### src/logic/alu_map.vh
// operation codes, flag positions and reset values for the arithmetic/logic/shift unit
// assumes the includer owns the ports; definitions only
`ifndef ALU_MAP_VH
`define ALU_MAP_VH
// operation select codes (5 bits)
`define OP_ADD            5'h00
`define OP_SUB            5'h01
`define OP_ADD_WITH_CARRY 5'h02
`define OP_SUB_WITH_BORROW 5'h03
`define OP_INC            5'h04
`define OP_DEC            5'h05
`define OP_WORD_ADD_SMALL 5'h06
`define OP_WORD_SUB_SMALL 5'h07
`define OP_DEC_ADJ_ADD    5'h08
`define OP_DEC_ADJ_SUB    5'h09
`define OP_UNSIGNED_MUL   5'h0A
`define OP_UNSIGNED_DIV   5'h0B
`define OP_COMPARE        5'h0C
`define OP_TWOS_COMP      5'h0D
`define OP_AND            5'h0E
`define OP_OR             5'h0F
`define OP_XOR            5'h10
`define OP_NOT            5'h11
`define OP_ASHL           5'h12
`define OP_ASHR           5'h13
`define OP_LSHL           5'h14
`define OP_LSHR           5'h15
`define OP_ROTATE_LEFT           5'h16
`define OP_ROTATE_RIGHT           5'h17
`define OP_ROTCL          5'h18
`define OP_ROTCR          5'h19
// flag vector positions: {h, n, z, v, c}
`define FLAG_C            0
`define FLAG_V            1
`define FLAG_Z            2
`define FLAG_N            3
`define FLAG_H            4
`define FLAGS_RESET       5'h00
`define RESULT_RESET      16'h0000
// divider iterations, one quotient bit per cycle
`define DIV_STEPS         4'h8
`endif

### src/logic/shift_unit.v
// byte shift and rotate network, purely combinational
// assumes the caller supplies a shift-class op code and the current carry
`default_nettype none
`include "alu_map.vh"
module shift_unit (
  input  wire [4:0] op,
  input  wire [7:0] din,
  input  wire       cin,
  output reg  [7:0] dout,
  output reg        cout,
  output reg        vout
);
  // every shift moves exactly one place; the outgoing bit goes to carry
  always @* begin
    dout = din;
    cout = 1'b0;
    vout = 1'b0;
    case (op)
      `OP_ASHL: begin
        dout = {din[6:0], 1'b0};
        cout = din[7];
        vout = din[7] ^ din[6];   // sign change marks overflow
      end
      `OP_ASHR: begin
        dout = {din[7], din[7:1]}; // sign kept
        cout = din[0];
      end
      `OP_LSHL: begin
        dout = {din[6:0], 1'b0};
        cout = din[7];
      end
      `OP_LSHR: begin
        dout = {1'b0, din[7:1]};
        cout = din[0];
      end
      `OP_ROTATE_LEFT: begin
        dout = {din[6:0], din[7]};
        cout = din[7];
      end
      `OP_ROTATE_RIGHT: begin
        dout = {din[0], din[7:1]};
        cout = din[0];
      end
      `OP_ROTCL: begin
        dout = {din[6:0], cin};   // nine-bit ring
        cout = din[7];
      end
      `OP_ROTCR: begin
        dout = {cin, din[7:1]};
        cout = din[0];
      end
      default: begin
        dout = din;
      end
    endcase
  end
endmodule // shift_unit
`default_nettype wire

### src/logic/divide_unit.v
// sequential 16/8 unsigned restoring divider, one quotient bit per clock
// assumes start is a one-cycle pulse and operands hold only at start
`default_nettype none
`include "alu_map.vh"
module divide_unit (
  input  wire        clk,
  input  wire        nrst,
  input  wire        start,
  input  wire [15:0] dividend,
  input  wire [7:0]  divisor,
  output reg         done_q,
  output reg  [7:0]  quot_q,
  output reg  [7:0]  rem_q
);
  reg  [8:0]  part_q;
  reg  [7:0]  low_q;
  reg  [7:0]  dsr_q;
  reg  [3:0]  cnt_q;
  reg         busy_q;
  wire [8:0]  trial;
  wire        fits;

  // shift in the next dividend bit, subtract if it fits
  assign trial = {part_q[7:0], low_q[7]};
  assign fits  = trial >= {1'b0, dsr_q};

  ////////////////////////////////////////////////////////////////////////
  // iteration; a zero divisor yields all-ones quotient, no trap here
  always @(posedge clk) begin
    if (!nrst) begin
      part_q <= 9'h000;
      low_q  <= 8'h00;
      dsr_q  <= 8'h00;
      cnt_q  <= 4'h0;
      busy_q <= 1'b0;
      done_q <= 1'b0;
      quot_q <= 8'h00;
      rem_q  <= 8'h00;
    end else begin
      done_q <= 1'b0;
      if (start) begin
        part_q <= {1'b0, dividend[15:8]};
        low_q  <= dividend[7:0];
        dsr_q  <= divisor;
        cnt_q  <= `DIV_STEPS;
        busy_q <= 1'b1;
      end else if (busy_q) begin
        part_q <= fits ? (trial - {1'b0, dsr_q}) : trial;
        low_q  <= {low_q[6:0], fits}; // quotient bits collect in low_q
        cnt_q  <= cnt_q - 4'h1;
        if (cnt_q == 4'h1) begin
          busy_q <= 1'b0;
          done_q <= 1'b1;
          quot_q <= {low_q[6:0], fits};
          rem_q  <= fits ? (trial[7:0] - dsr_q) : trial[7:0];
        end
      end
    end
  end
endmodule // divide_unit
`default_nettype wire

### src/logic/arith_logic_shift_unit.v
// cpu execution datapath: arithmetic, logic, shift/rotate with flag update
// assumes the decoder presents op, operands and flags on a one-cycle issue pulse
`default_nettype none
`include "alu_map.vh"
// Behaviour
// - add or subtract registers byte or word; add immediate; write destination.
// - plain subtract accepts register second operand only, never immediate.
// - word add and subtract only between two registers.
// - carry add and subtract are byte only, using carry in; register or immediate.
// - increment and decrement change a byte register by exactly one.
// - word adjust adds or subtracts one or two on a 16-bit register.
// - decimal adjust corrects a byte sum or difference using flags.
// - unsigned 8x8 multiply gives a 16-bit destination result.
// - 16/8 unsigned divide gives 8-bit quotient and remainder in destination.
// - compare subtracts without writeback, updating only flags.
// - word compare between registers only; immediate compare is byte.
// - negate replaces byte with zero minus its value.
// - AND, OR, XOR combine byte destination with register or immediate.
// - complement inverts every bit of a byte register.
// - arithmetic shifts move a byte one place left or right.
// - logical shifts move one place, vacated bit zero.
// - plain rotates feed the outgoing bit into the opposite end.
// - carry rotates treat byte plus carry as a nine-bit ring.
// - flags negative, zero, overflow, carry updated by ops, carry read.
module arith_logic_shift_unit (
  input  wire        clk,
  input  wire        nrst,
  input  wire        issue,
  input  wire [4:0]  op,
  input  wire        word_size,
  input  wire        use_imm,
  input  wire [15:0] dest_register,
  input  wire [15:0] source_register,
  input  wire [7:0]  imm_data,
  input  wire [4:0]  flags_in,
  output reg         done_q,
  output reg         write_q,
  output reg         illegal_q,
  output reg  [15:0] result_q,
  output reg  [4:0]  flags_q
);
  reg  [15:0] res_d;
  reg  [4:0]  flg_d;
  reg         wr_d;
  reg         ill_d;
  reg         fin_d;
  reg         arith;
  reg         is_sub;
  reg         cy_in;
  reg  [15:0] opa;
  reg  [15:0] opb;
  reg  [16:0] sum;
  reg  [4:0]  low_sum;
  reg  [7:0]  adj;
  reg         adj_c;
  reg         div_pend_q;
  wire [7:0]  shf_out;
  wire        shf_c;
  wire        shf_v;
  wire        div_done;
  wire [7:0]  div_quot;
  wire [7:0]  div_rem;
  wire        div_start;
  wire [7:0]  src_b;
  wire        cin;
  wire        hin;
  wire        shift_op;

  assign cin      = flags_in[`FLAG_C];
  assign hin      = flags_in[`FLAG_H];
  assign src_b    = use_imm ? imm_data : source_register[7:0];
  assign shift_op = (op >= `OP_ASHL) && (op <= `OP_ROTCR);
  // divide runs several cycles; other ops finish in one
  assign div_start = issue && (op == `OP_UNSIGNED_DIV);

  ////////////////////////////////////////////////////////////////////////
  shift_unit u_shift (
    .op   (op),
    .din  (dest_register[7:0]),
    .cin  (cin),
    .dout (shf_out),
    .cout (shf_c),
    .vout (shf_v)
  );

  divide_unit u_div (
    .clk      (clk),
    .nrst     (nrst),
    .start    (div_start),
    .dividend (dest_register),
    .divisor  (source_register[7:0]),
    .done_q   (div_done),
    .quot_q   (div_quot),
    .rem_q    (div_rem)
  );

  ////////////////////////////////////////////////////////////////////////
  // operand selection for the shared adder
  always @* begin
    arith  = 1'b0;
    is_sub = 1'b0;
    cy_in  = 1'b0;
    opa    = dest_register;
    opb    = 16'h0000;
    ill_d  = 1'b0;
    case (op)
      `OP_ADD: begin
        arith = 1'b1;
        opb   = use_imm ? {8'h00, imm_data} : source_register;
        ill_d = use_imm && word_size;
      end
      `OP_SUB: begin
        arith  = 1'b1;
        is_sub = 1'b1;
        opb    = source_register;
        ill_d  = use_imm;
      end
      `OP_ADD_WITH_CARRY: begin
        arith = 1'b1;
        opb   = {8'h00, src_b};
        cy_in = cin;
        ill_d = word_size;
      end
      `OP_SUB_WITH_BORROW: begin
        arith  = 1'b1;
        is_sub = 1'b1;
        opb    = {8'h00, src_b};
        cy_in  = cin;
        ill_d  = word_size;
      end
      `OP_INC: begin
        arith = 1'b1;
        opb   = 16'h0001;
      end
      `OP_DEC: begin
        arith  = 1'b1;
        is_sub = 1'b1;
        opb    = 16'h0001;
      end
      `OP_WORD_ADD_SMALL: begin
        opb = source_register[1] ? 16'h0002 : 16'h0001;
      end
      `OP_WORD_SUB_SMALL: begin
        is_sub = 1'b1;
        opb    = source_register[1] ? 16'h0002 : 16'h0001;
      end
      `OP_COMPARE: begin
        arith  = 1'b1;
        is_sub = 1'b1;
        opb    = use_imm ? {8'h00, imm_data} : source_register;
        ill_d  = use_imm && word_size;
      end
      `OP_TWOS_COMP: begin
        arith  = 1'b1;
        is_sub = 1'b1;
        opa    = 16'h0000;
        opb    = {8'h00, dest_register[7:0]};
      end
      default: begin
        opb = {8'h00, src_b};
      end
    endcase
  end

  ////////////////////////////////////////////////////////////////////////
  // adder, byte decimal correction, and result/flag assembly
  always @* begin
    sum     = is_sub ? ({1'b0, opa} - {1'b0, opb} - {16'h0000, cy_in})
                     : ({1'b0, opa} + {1'b0, opb} + {16'h0000, cy_in});
    low_sum = is_sub ? ({1'b0, opa[3:0]} - {1'b0, opb[3:0]} - {4'h0, cy_in})
                     : ({1'b0, opa[3:0]} + {1'b0, opb[3:0]} + {4'h0, cy_in});
    adj   = 8'h00;
    adj_c = cin;
    // six per nibble, chosen by carry, half-carry and, for add only, digit range
    if (op == `OP_DEC_ADJ_ADD) begin
      if (hin || (dest_register[3:0] > 4'h9)) begin
        adj = adj | 8'h06;
      end
      if (cin || (dest_register[7:0] > 8'h99)) begin
        adj   = adj | 8'h60;
        adj_c = 1'b1;
      end
    end else begin
      if (hin) begin
        adj = adj | 8'h06;
      end
      if (cin) begin
        adj = adj | 8'h60;
      end
    end
    res_d = dest_register;
    flg_d = flags_in;
    wr_d  = 1'b1;
    fin_d = 1'b1;
    if (arith) begin
      res_d = word_size ? sum[15:0] : {dest_register[15:8], sum[7:0]};
      // flags follow the operand width
      if (word_size) begin
        flg_d[`FLAG_N] = sum[15];
        flg_d[`FLAG_Z] = (sum[15:0] == 16'h0000);
        flg_d[`FLAG_C] = sum[16];
        flg_d[`FLAG_V] = is_sub ? ((opa[15] ^ opb[15]) & (opa[15] ^ sum[15]))
                                : (~(opa[15] ^ opb[15]) & (opa[15] ^ sum[15]));
      end else begin
        flg_d[`FLAG_N] = sum[7];
        flg_d[`FLAG_Z] = (sum[7:0] == 8'h00);
        // nine-bit compare so an ff operand plus borrow-in cannot wrap
        flg_d[`FLAG_C] = is_sub ? ({1'b0, opa[7:0]} < ({1'b0, opb[7:0]} + {8'h00, cy_in}))
                                : (({1'b0, opa[7:0]} + {1'b0, opb[7:0]}
                                    + {8'h00, cy_in}) > 9'h0FF);
        flg_d[`FLAG_V] = is_sub ? ((opa[7] ^ opb[7]) & (opa[7] ^ sum[7]))
                                : (~(opa[7] ^ opb[7]) & (opa[7] ^ sum[7]));
        flg_d[`FLAG_H] = low_sum[4];
        // carry ops keep zero sticky across a byte chain
        if ((op == `OP_ADD_WITH_CARRY) || (op == `OP_SUB_WITH_BORROW)) begin
          flg_d[`FLAG_Z] = flags_in[`FLAG_Z] & (sum[7:0] == 8'h00);
        end
        // inc/dec leave carry alone
        if ((op == `OP_INC) || (op == `OP_DEC)) begin
          flg_d[`FLAG_C] = cin;
        end
      end
      if (op == `OP_COMPARE) begin
        res_d = dest_register;
        wr_d  = 1'b0;
      end
    end else if ((op == `OP_WORD_ADD_SMALL) || (op == `OP_WORD_SUB_SMALL)) begin
      res_d = sum[15:0];                                         // flags untouched
    end else if ((op == `OP_DEC_ADJ_ADD) || (op == `OP_DEC_ADJ_SUB)) begin
      res_d[7:0] = (op == `OP_DEC_ADJ_ADD) ? (dest_register[7:0] + adj)
                                          : (dest_register[7:0] - adj);
      flg_d[`FLAG_N] = res_d[7];
      flg_d[`FLAG_Z] = (res_d[7:0] == 8'h00);
      flg_d[`FLAG_C] = adj_c;
    end else if (op == `OP_UNSIGNED_MUL) begin
      res_d = {8'h00, dest_register[7:0]} * {8'h00, source_register[7:0]};
    end else if (op == `OP_UNSIGNED_DIV) begin
      wr_d  = 1'b0;
      fin_d = 1'b0;
    end else if ((op >= `OP_AND) && (op <= `OP_NOT)) begin
      case (op)
        `OP_AND: res_d[7:0] = dest_register[7:0] & src_b;
        `OP_OR:  res_d[7:0] = dest_register[7:0] | src_b;
        `OP_XOR: res_d[7:0] = dest_register[7:0] ^ src_b;
        default: res_d[7:0] = ~dest_register[7:0];
      endcase
      flg_d[`FLAG_N] = res_d[7];
      flg_d[`FLAG_Z] = (res_d[7:0] == 8'h00);
      flg_d[`FLAG_V] = 1'b0;
    end else if (shift_op) begin
      res_d[7:0]     = shf_out;
      flg_d[`FLAG_N] = shf_out[7];
      flg_d[`FLAG_Z] = (shf_out == 8'h00);
      flg_d[`FLAG_V] = shf_v;
      flg_d[`FLAG_C] = shf_c;
    end else begin
      wr_d = 1'b0;
    end
    // refused forms leave registers and flags as they were
    if (ill_d) begin
      res_d = dest_register;
      flg_d = flags_in;
      wr_d  = 1'b0;
    end
  end

  ////////////////////////////////////////////////////////////////////////
  // registered outputs; divide answers the cycle after its last iteration
  always @(posedge clk) begin
    if (!nrst) begin
      done_q     <= 1'b0;
      write_q    <= 1'b0;
      illegal_q  <= 1'b0;
      result_q   <= `RESULT_RESET;
      flags_q    <= `FLAGS_RESET;
      div_pend_q <= 1'b0;
    end else begin
      done_q    <= 1'b0;
      write_q   <= 1'b0;
      illegal_q <= 1'b0;
      if (div_start) begin
        div_pend_q <= 1'b1;
        flags_q    <= flags_in;
      end else if (issue) begin
        done_q    <= fin_d;
        write_q   <= wr_d;
        illegal_q <= ill_d;
        result_q  <= res_d;
        flags_q   <= flg_d;
      end else if (div_done && div_pend_q) begin
        div_pend_q <= 1'b0;
        done_q     <= 1'b1;
        write_q    <= 1'b1;
        result_q   <= {div_rem, div_quot};
      end
    end
  end
endmodule // arith_logic_shift_unit
`default_nettype wire

### config.mk
export PLATFORM = sky130hd
export DESIGN_NAME = arith_logic_shift_unit
export DESIGN_NICKNAME = d
export VERILOG_FILES = /design/src/logic/shift_unit.v /design/src/logic/divide_unit.v /design/src/logic/arith_logic_shift_unit.v
export VERILOG_INCLUDE_DIRS = /design/src /design/src/logic
export SDC_FILE = /design/constraint.sdc
export NUM_CORES = 1
export LEC_CHECK = 0
export BUFFER_PORTS_ARGS = -buffer_cell sky130_fd_sc_hd__buf_2
export CORE_ASPECT_RATIO = 0.5
export CORE_MARGIN = 2
export CORE_UTILIZATION = 35
export CTS_CLUSTER_DIAMETER = 80
export CTS_CLUSTER_SIZE = 12
export DETAILED_ROUTE_END_ITERATION = 6
export SLEW_MARGIN = 20
export SYNTH_ARGS = -nofsm -noshare
export SYNTH_HDL_FRONTEND = slang
export SYNTH_SLANG_ARGS = --single-unit
### constraint.sdc
create_clock -name clk -period 10.2 [get_ports clk]
set_clock_uncertainty 0.15 [all_clocks]
set_input_delay 2.04 -clock clk [delete_from_list [all_inputs] [get_ports clk]]
set_output_delay 2.04 -clock clk [all_outputs]
set_load 0.005 [all_outputs]
; ---- After elaboration in Yosys (flattened, before gate mapping)
; Cells that the tools add are included.
[op_classes]
muxes = 96
addsub = 16
n_eq_ne = 26
mul = 1
bitwise = 20
reduce_logical = 36
n_lt_le_gt_ge = 9
[op_table]
columns = op, count
row1 = 8-bit two-way mux, 22
row2 = 16-bit two-way mux, 9
row3 = 16-bit case mux with 5 select lines, 1
row4 = 8-bit case mux with 7 select lines, 1
row5 = 5-bit equality test (second input constant), 9
row6 = 5-bit by 4-bit equality test with 1-bit output (second input constant), 8
row7 = 1-bit two-way mux, 40
row8 = 8-bit logical NOT, 4
row9 = 4-bit two-way mux, 8
row10 = 8-bit case mux with 3 select lines, 1
row11 = 8-bit subtractor, 3
row12 = 5-bit by 3-bit equality test with 1-bit output (second input constant), 4
row13 = 5-bit two-way mux, 4
row14 = 16-bit by 16-bit adder with 17-bit output, 1
row15 = 17-bit by 1-bit adder with 17-bit output, 1
row16 = 17-bit two-way mux, 1
row17 = 16-bit by 16-bit subtractor with 17-bit output, 1
row18 = 17-bit by 1-bit subtractor with 17-bit output, 1
row19 = 16-bit logical NOT, 1
row20 = 8-bit by 8-bit multiplier with 16-bit output, 1
row21 = 7-bit two-way mux, 2
row22 = 2-bit OR reduction, 6
row23 = 5-bit by 2-bit equality test with 1-bit output (second input constant), 2
row24 = 5-bit <= comparator (second input constant), 2
row25 = other kinds (40), 71
[totals]
inputBits = 55
reg_bits = 71

; ---- Longest topological paths before layout
[depth]
depth_word = 19
depth_mapped = 21
depth_no_buf = 19

; ---- By module
; Synthesis repeated with hierarchy kept, for this count alone.
[hier_totals]
cells_unflattened = 1462
hier_area_um2 = 10847.9
[by_module_without_submodules]
columns = mod, area_each_um2, cells_per_inst, seq_area_each_um2, n_inst
row1 = arith_logic_shift_unit, 8107.8, 1121, 500.5, 1
row2 = divide_unit, 2428.6, 297, 920.9, 1
row3 = shift_unit, 311.5, 44, 0.0, 1

; ---- Worst setup path after synthesis
; No wires, ideal clock.
[synth_timing]
kind = input to register
start = input port dest_register[1]
end = register result_q[15]
setup_slack_ps = 3395
path_buffers = 2
stages = 20
t_arrival_ps = 6522
t_required_ps = 9917
cell_sequence = clkbuf_1 > clkbuf_1 > nand2_1 > fa_1 > inv_1 > fa_1 > inv_1 > fa_1 > inv_1 > fa_1 > ha_1 > o21a_1 > o21ai_0 > nor2b_1 > a211o_1 > a21boi_0 > o21a_1 > o21a_1 > nor3_1 > o32ai_1
[synth_between]
elab_chain_cells = 9
word_cells_on_any_way = 16
cone_classes = 4 x add/sub / 1 x mul / 11 x mux
[synth_rtl]
columns = item, line_no
row1 = start: declaration, arith_logic_shift_unit.v:32  ; input wire [15:0] dest_register,
row2 = 16-bit case mux with 5 select lines or 16-bit two-way mux (tied branches), arith_logic_shift_unit.v:106  ; case (op)
row3 = 16-bit by 16-bit adder with 17-bit output or 16-bit by 16-bit subtractor with 17-bit output (tied branches), "arith_logic_shift_unit.v:169, arith_logic_shift_unit.v:168"
row4 = 17-bit by 1-bit adder with 17-bit output or 17-bit by 1-bit subtractor with 17-bit output (tied branches), "arith_logic_shift_unit.v:169, arith_logic_shift_unit.v:168"
row5 = 17-bit two-way mux, arith_logic_shift_unit.v:168  ; sum = is_sub ? ({1'b0, opa} - {1'b0, opb} - {16'h0000, cy_in})
row6 = 16-bit two-way mux, arith_logic_shift_unit.v:196  ; res_d = word_size ? sum[15:0] : {dest_register[15:8], sum[7:0]};
row7 = 16-bit two-way mux, arith_logic_shift_unit.v:223  ; if (op == `OP_COMPARE) begin
row8 = 16-bit two-way mux (*), arith_logic_shift_unit.v:195  ; if (arith) begin
row9 = 16-bit two-way mux (*), arith_logic_shift_unit.v:260  ; if (ill_d) begin
row10 = 16-bit two-way mux (*), arith_logic_shift_unit.v:284  ; end else if (issue) begin
row11 = end signal: assignment, arith_logic_shift_unit.v:274  ; result_q <= `RESULT_RESET;
row12 = end signal: assignment, arith_logic_shift_unit.v:288  ; result_q <= res_d;
row13 = end signal: assignment, arith_logic_shift_unit.v:294  ; result_q <= {div_rem, div_quot};
row14 = end: declaration, arith_logic_shift_unit.v:39  ; output reg [15:0] result_q,
; Mark *: on every way between the ends. The rest lies on a longest branch, timed or not.
; A chain may end at the register's enable or synchronous reset.

; ---- Final worst setup path
[layout_timing]
start = input port op[1]
end = register flags_q[2]
[layout_between]
elab_chain_cells = 18
word_cells_on_any_way = 84
cone_classes = 6 x add/sub / 4 x order compare / 24 x eq/ne / 29 x mux / 1 x bitwise / 20 x reduce/logical
[layout_rtl]
columns = item, line_no
row1 = start: declaration, arith_logic_shift_unit.v:29  ; input wire [4:0] op,
row2 = "parallel branches: the longest is 18 deep, another holds 16-bit by 16-bit adder with 17-bit output", --
row3 = end signal: assignment, arith_logic_shift_unit.v:275  ; flags_q <= `FLAGS_RESET;
row4 = end signal: assignment, arith_logic_shift_unit.v:283  ; flags_q <= flags_in;
row5 = end signal: assignment, arith_logic_shift_unit.v:289  ; flags_q <= flg_d;
row6 = end: declaration, arith_logic_shift_unit.v:40  ; output reg [4:0] flags_q
; Several ways; the timed one is not identified. The select of a mux whose other input is x is not followed.

==> reports/metrics.yaml <==
run_status: "completed"
hold_start: "u_div.rem_q[7]$_SDFFE_PN0P_"
cp-start-kind: "input port"
io_buffers: 78
cts_sinks: 71
fin_area_sq_mm: 0.0116
fp.dieH_um: 128
crit_required_ns: 10.31
clk_pin_slew_ns: 0.06
relSlewSlack_pct: 35.6
yosysUniqueCellTypes: 86
track_usage_pct: 22.1
drt_iter0_drc: 1012
synthTopCellsByArea: "ha_1, dfxtp_1, fa_1"
reg2reg_depth: 5
yosys.area.top_type: "ha_1"
nFillCells: 3195
grt_max_degree: 62
path_class: "input port to register"
cts_max_path_buffers: 2
path_max_fanout: 29
finalWeightedCongestion: 0.922
antenna_found_initial: 0
holdBufCountCts: 0
vias_per_cell: 5.73
syn-num-nets: 1632
reg2reg_slack_ns: 7.40
fin_tns_setup_ns: 0
cts-buffers-inserted: 9
die_w_um: 251
worstMarginPinSlew_ns: 0.964
start_util_pct: 35.4
ir_worst_vdd_uv: 109
core_area_sq_mm: 0.0302
vias: 10500
syn_area_sq_mm: 0.0107
antenna_cells: 0
wl_per_cell_um: 19.5
instances_no_fill: 1830
async_flop_share_pct: 0
grt_pass1_vias: 10000
nNetsFinal: 1648
fin_crit_sh_pct: 66.5
cts-resized-gates: 0
synthesis.area_per_instance_sq_um: 7.58
rows: 45
synth-seq-cells: 71
min_to: "u_div.rem_q[7]$_SDFFE_PN0P_"
grt_overflow: 0
synth_edf_count: 0
p_leak_uw: 0.00534
ctsRootBufferMaster: "clkbuf_16"
hold_depth: 2
die_area_sq_mm: 0.0320
synth_top_area_share_pct: 14.6
slew_violations: 0
cts_tree: "done"
drc_errors: 0
final_hold_viol_count: 0
drt_first_pass_iters: 5
drive_gt1_share_pct: 9.57
r2r_end: "result_q[0]$_SDFFE_PN0P_"
placedCellCount: 1814
io_pins: 79
rsz0062_at_grt: "false"
min_period_ns: 6.78
post_cts_buffers: 0
grt_pass1_wl_mm: 56.3
drtAntennaViolNets: 0
htree_num_levels: 3
syn_to_final_growth_pct: 8.19
wl_mm: 35.7
dpl-instance-area_sq_mm: 0.0113
layout_setup_ws_ns: 3.42
cp.arrival_ns: 6.90
synth-seq-area-share_pct: 13.3
max_freq_mhz: 147
dpl_worst_slack_ns: 3.08
powerDensity_mw_per_mm2: 113
final-setup-viol-count: 0
netlist_instances: 1410
reg2reg_from: "div_pend_q$_SDFFE_PN0P_"
hold_class: "register to register"
yosysWarnings: 0
endpoint_kind: "register"
maxCapViolations: 0
synth_flop_cell: "dfxtp_1"
insertion_delay_ns: 0.35
hpwlAfterDp_mm: 27.3
fin_util_pct: 38.3
==> layout by cell type, fill, tap and decap left out, types with 42 or more instances in the layout <==
cell	count
nand2_1	158
inv_1	145
ha_1	125
o21ai_0	89
a21oi_1	83
buf_2	78
nor2_1	76
dfxtp_1	71
and2_1	49
fa_1	42
==> critical path, stage by stage <==
cell	delay [ns]
buf_2	0.38
nor2b_1	0.38
nand2_1	0.39
o211ai_1	0.34
a21oi_1	0.06
o21ai_0	0.22
inv_1	0.13
fa_1	0.46
fa_1	0.42
o21bai_1	0.22
a221o_1	0.23
o221ai_2	0.20
xnor2_1	0.17
o21ai_0	0.56
nor4b_2	0.31
o2111ai_1	0.16
o31ai_1	0.22
==> metal layers <==
layer | wire length (um) | track usage, %
met5 | 0 | 0
met4 | 768 | 6.44
met3 | 2040 | 1.92
met2 | 16000 | 35.9
met1 | 16900 | 31.4
==> report_power, final <==
part | internal (uW) | switching, uW
clock network | 171 | 128
registers | 287 | 8.71
logic | 275 | 435
==> cell families (layout without fill, tap and decap cells) <==
family | Yosys count | in the layout | synth area share [%]
and+or+nand+nor | 435 | 435 | 20.4
AOI/OAI and AO/OA | 417 | 417 | 27.1
buffers and inverters | 227 | 248 | 8.49
adders and majority gates | 168 | 168 | 22.6
DFF | 71 | 71 | 13.3
xor gates and xnor gates | 50 | 50 | 4.10
muxes | 42 | 42 | 4.09
==> flip-flops by register name (all words and copies together) (netlist names), 4 cells and up <==
signal,cells
flags_q,5
u_div.cnt_q,4
u_div.quot_q,8
u_div.dsr_q,8
u_div.low_q,8
result_q,16
u_div.part_q,8
u_div.rem_q,8
==> metrics by stage <==
stage,hold slack (ns),power (uW)
floorplan,0.279,808
global placement,0.302,999
detailed placement,0.307,999
CTS,0.315,1300
global route,0.335,1400
finish,0.310,1300
==> Yosys cell counts (18+ instances only) <==
master	instances
a21o_1	19
nor3_1	23
nor2_1	77
a211oi_1	22
a21boi_0	28
ha_1	125
clkbuf_1	63
nand2_1	158
and2_1	49
nand3_1	20
inv_1	145
mux2i_1	38
xnor2_1	35
nor2b_1	18
nand2b_1	19
fa_1	42
dfxtp_1	71
a21oi_1	83
o21ai_0	89
==> worst max-delay path by stage <==
stage | from | cells past startpoint | to
2_1_floorplan | dest_register[1] | 20 | result_q[15]$_SDFFE_PN0P_
3_3_place_gp | dest_register[1] | 19 | result_q[15]$_SDFFE_PN0P_
3_5_place_dp | dest_register[1] | 19 | result_q[15]$_SDFFE_PN0P_
4_1_cts | dest_register[1] | 19 | result_q[15]$_SDFFE_PN0P_
5_1_grt | dest_register[1] | 19 | result_q[15]$_SDFFE_PN0P_
6_report | op[1] | 17 | flags_q[2]$_SDFFE_PN0P_
==> final cells by class <==
type | count | area [sq um] | share of cell area (%)
Multi-Input combinational cell | 1112 | 8360 | 72.3
Sequential cell | 71 | 1420 | 12.3
Inverter | 145 | 544 | 4.71
Tap cell | 399 | 499 | 4.32
Timing Repair Buffer | 87 | 458 | 3.96
Clock buffer | 11 | 243 | 2.10
Clock inverter | 5 | 33.8 | 0.292
(Power assumes the default switching activity.)
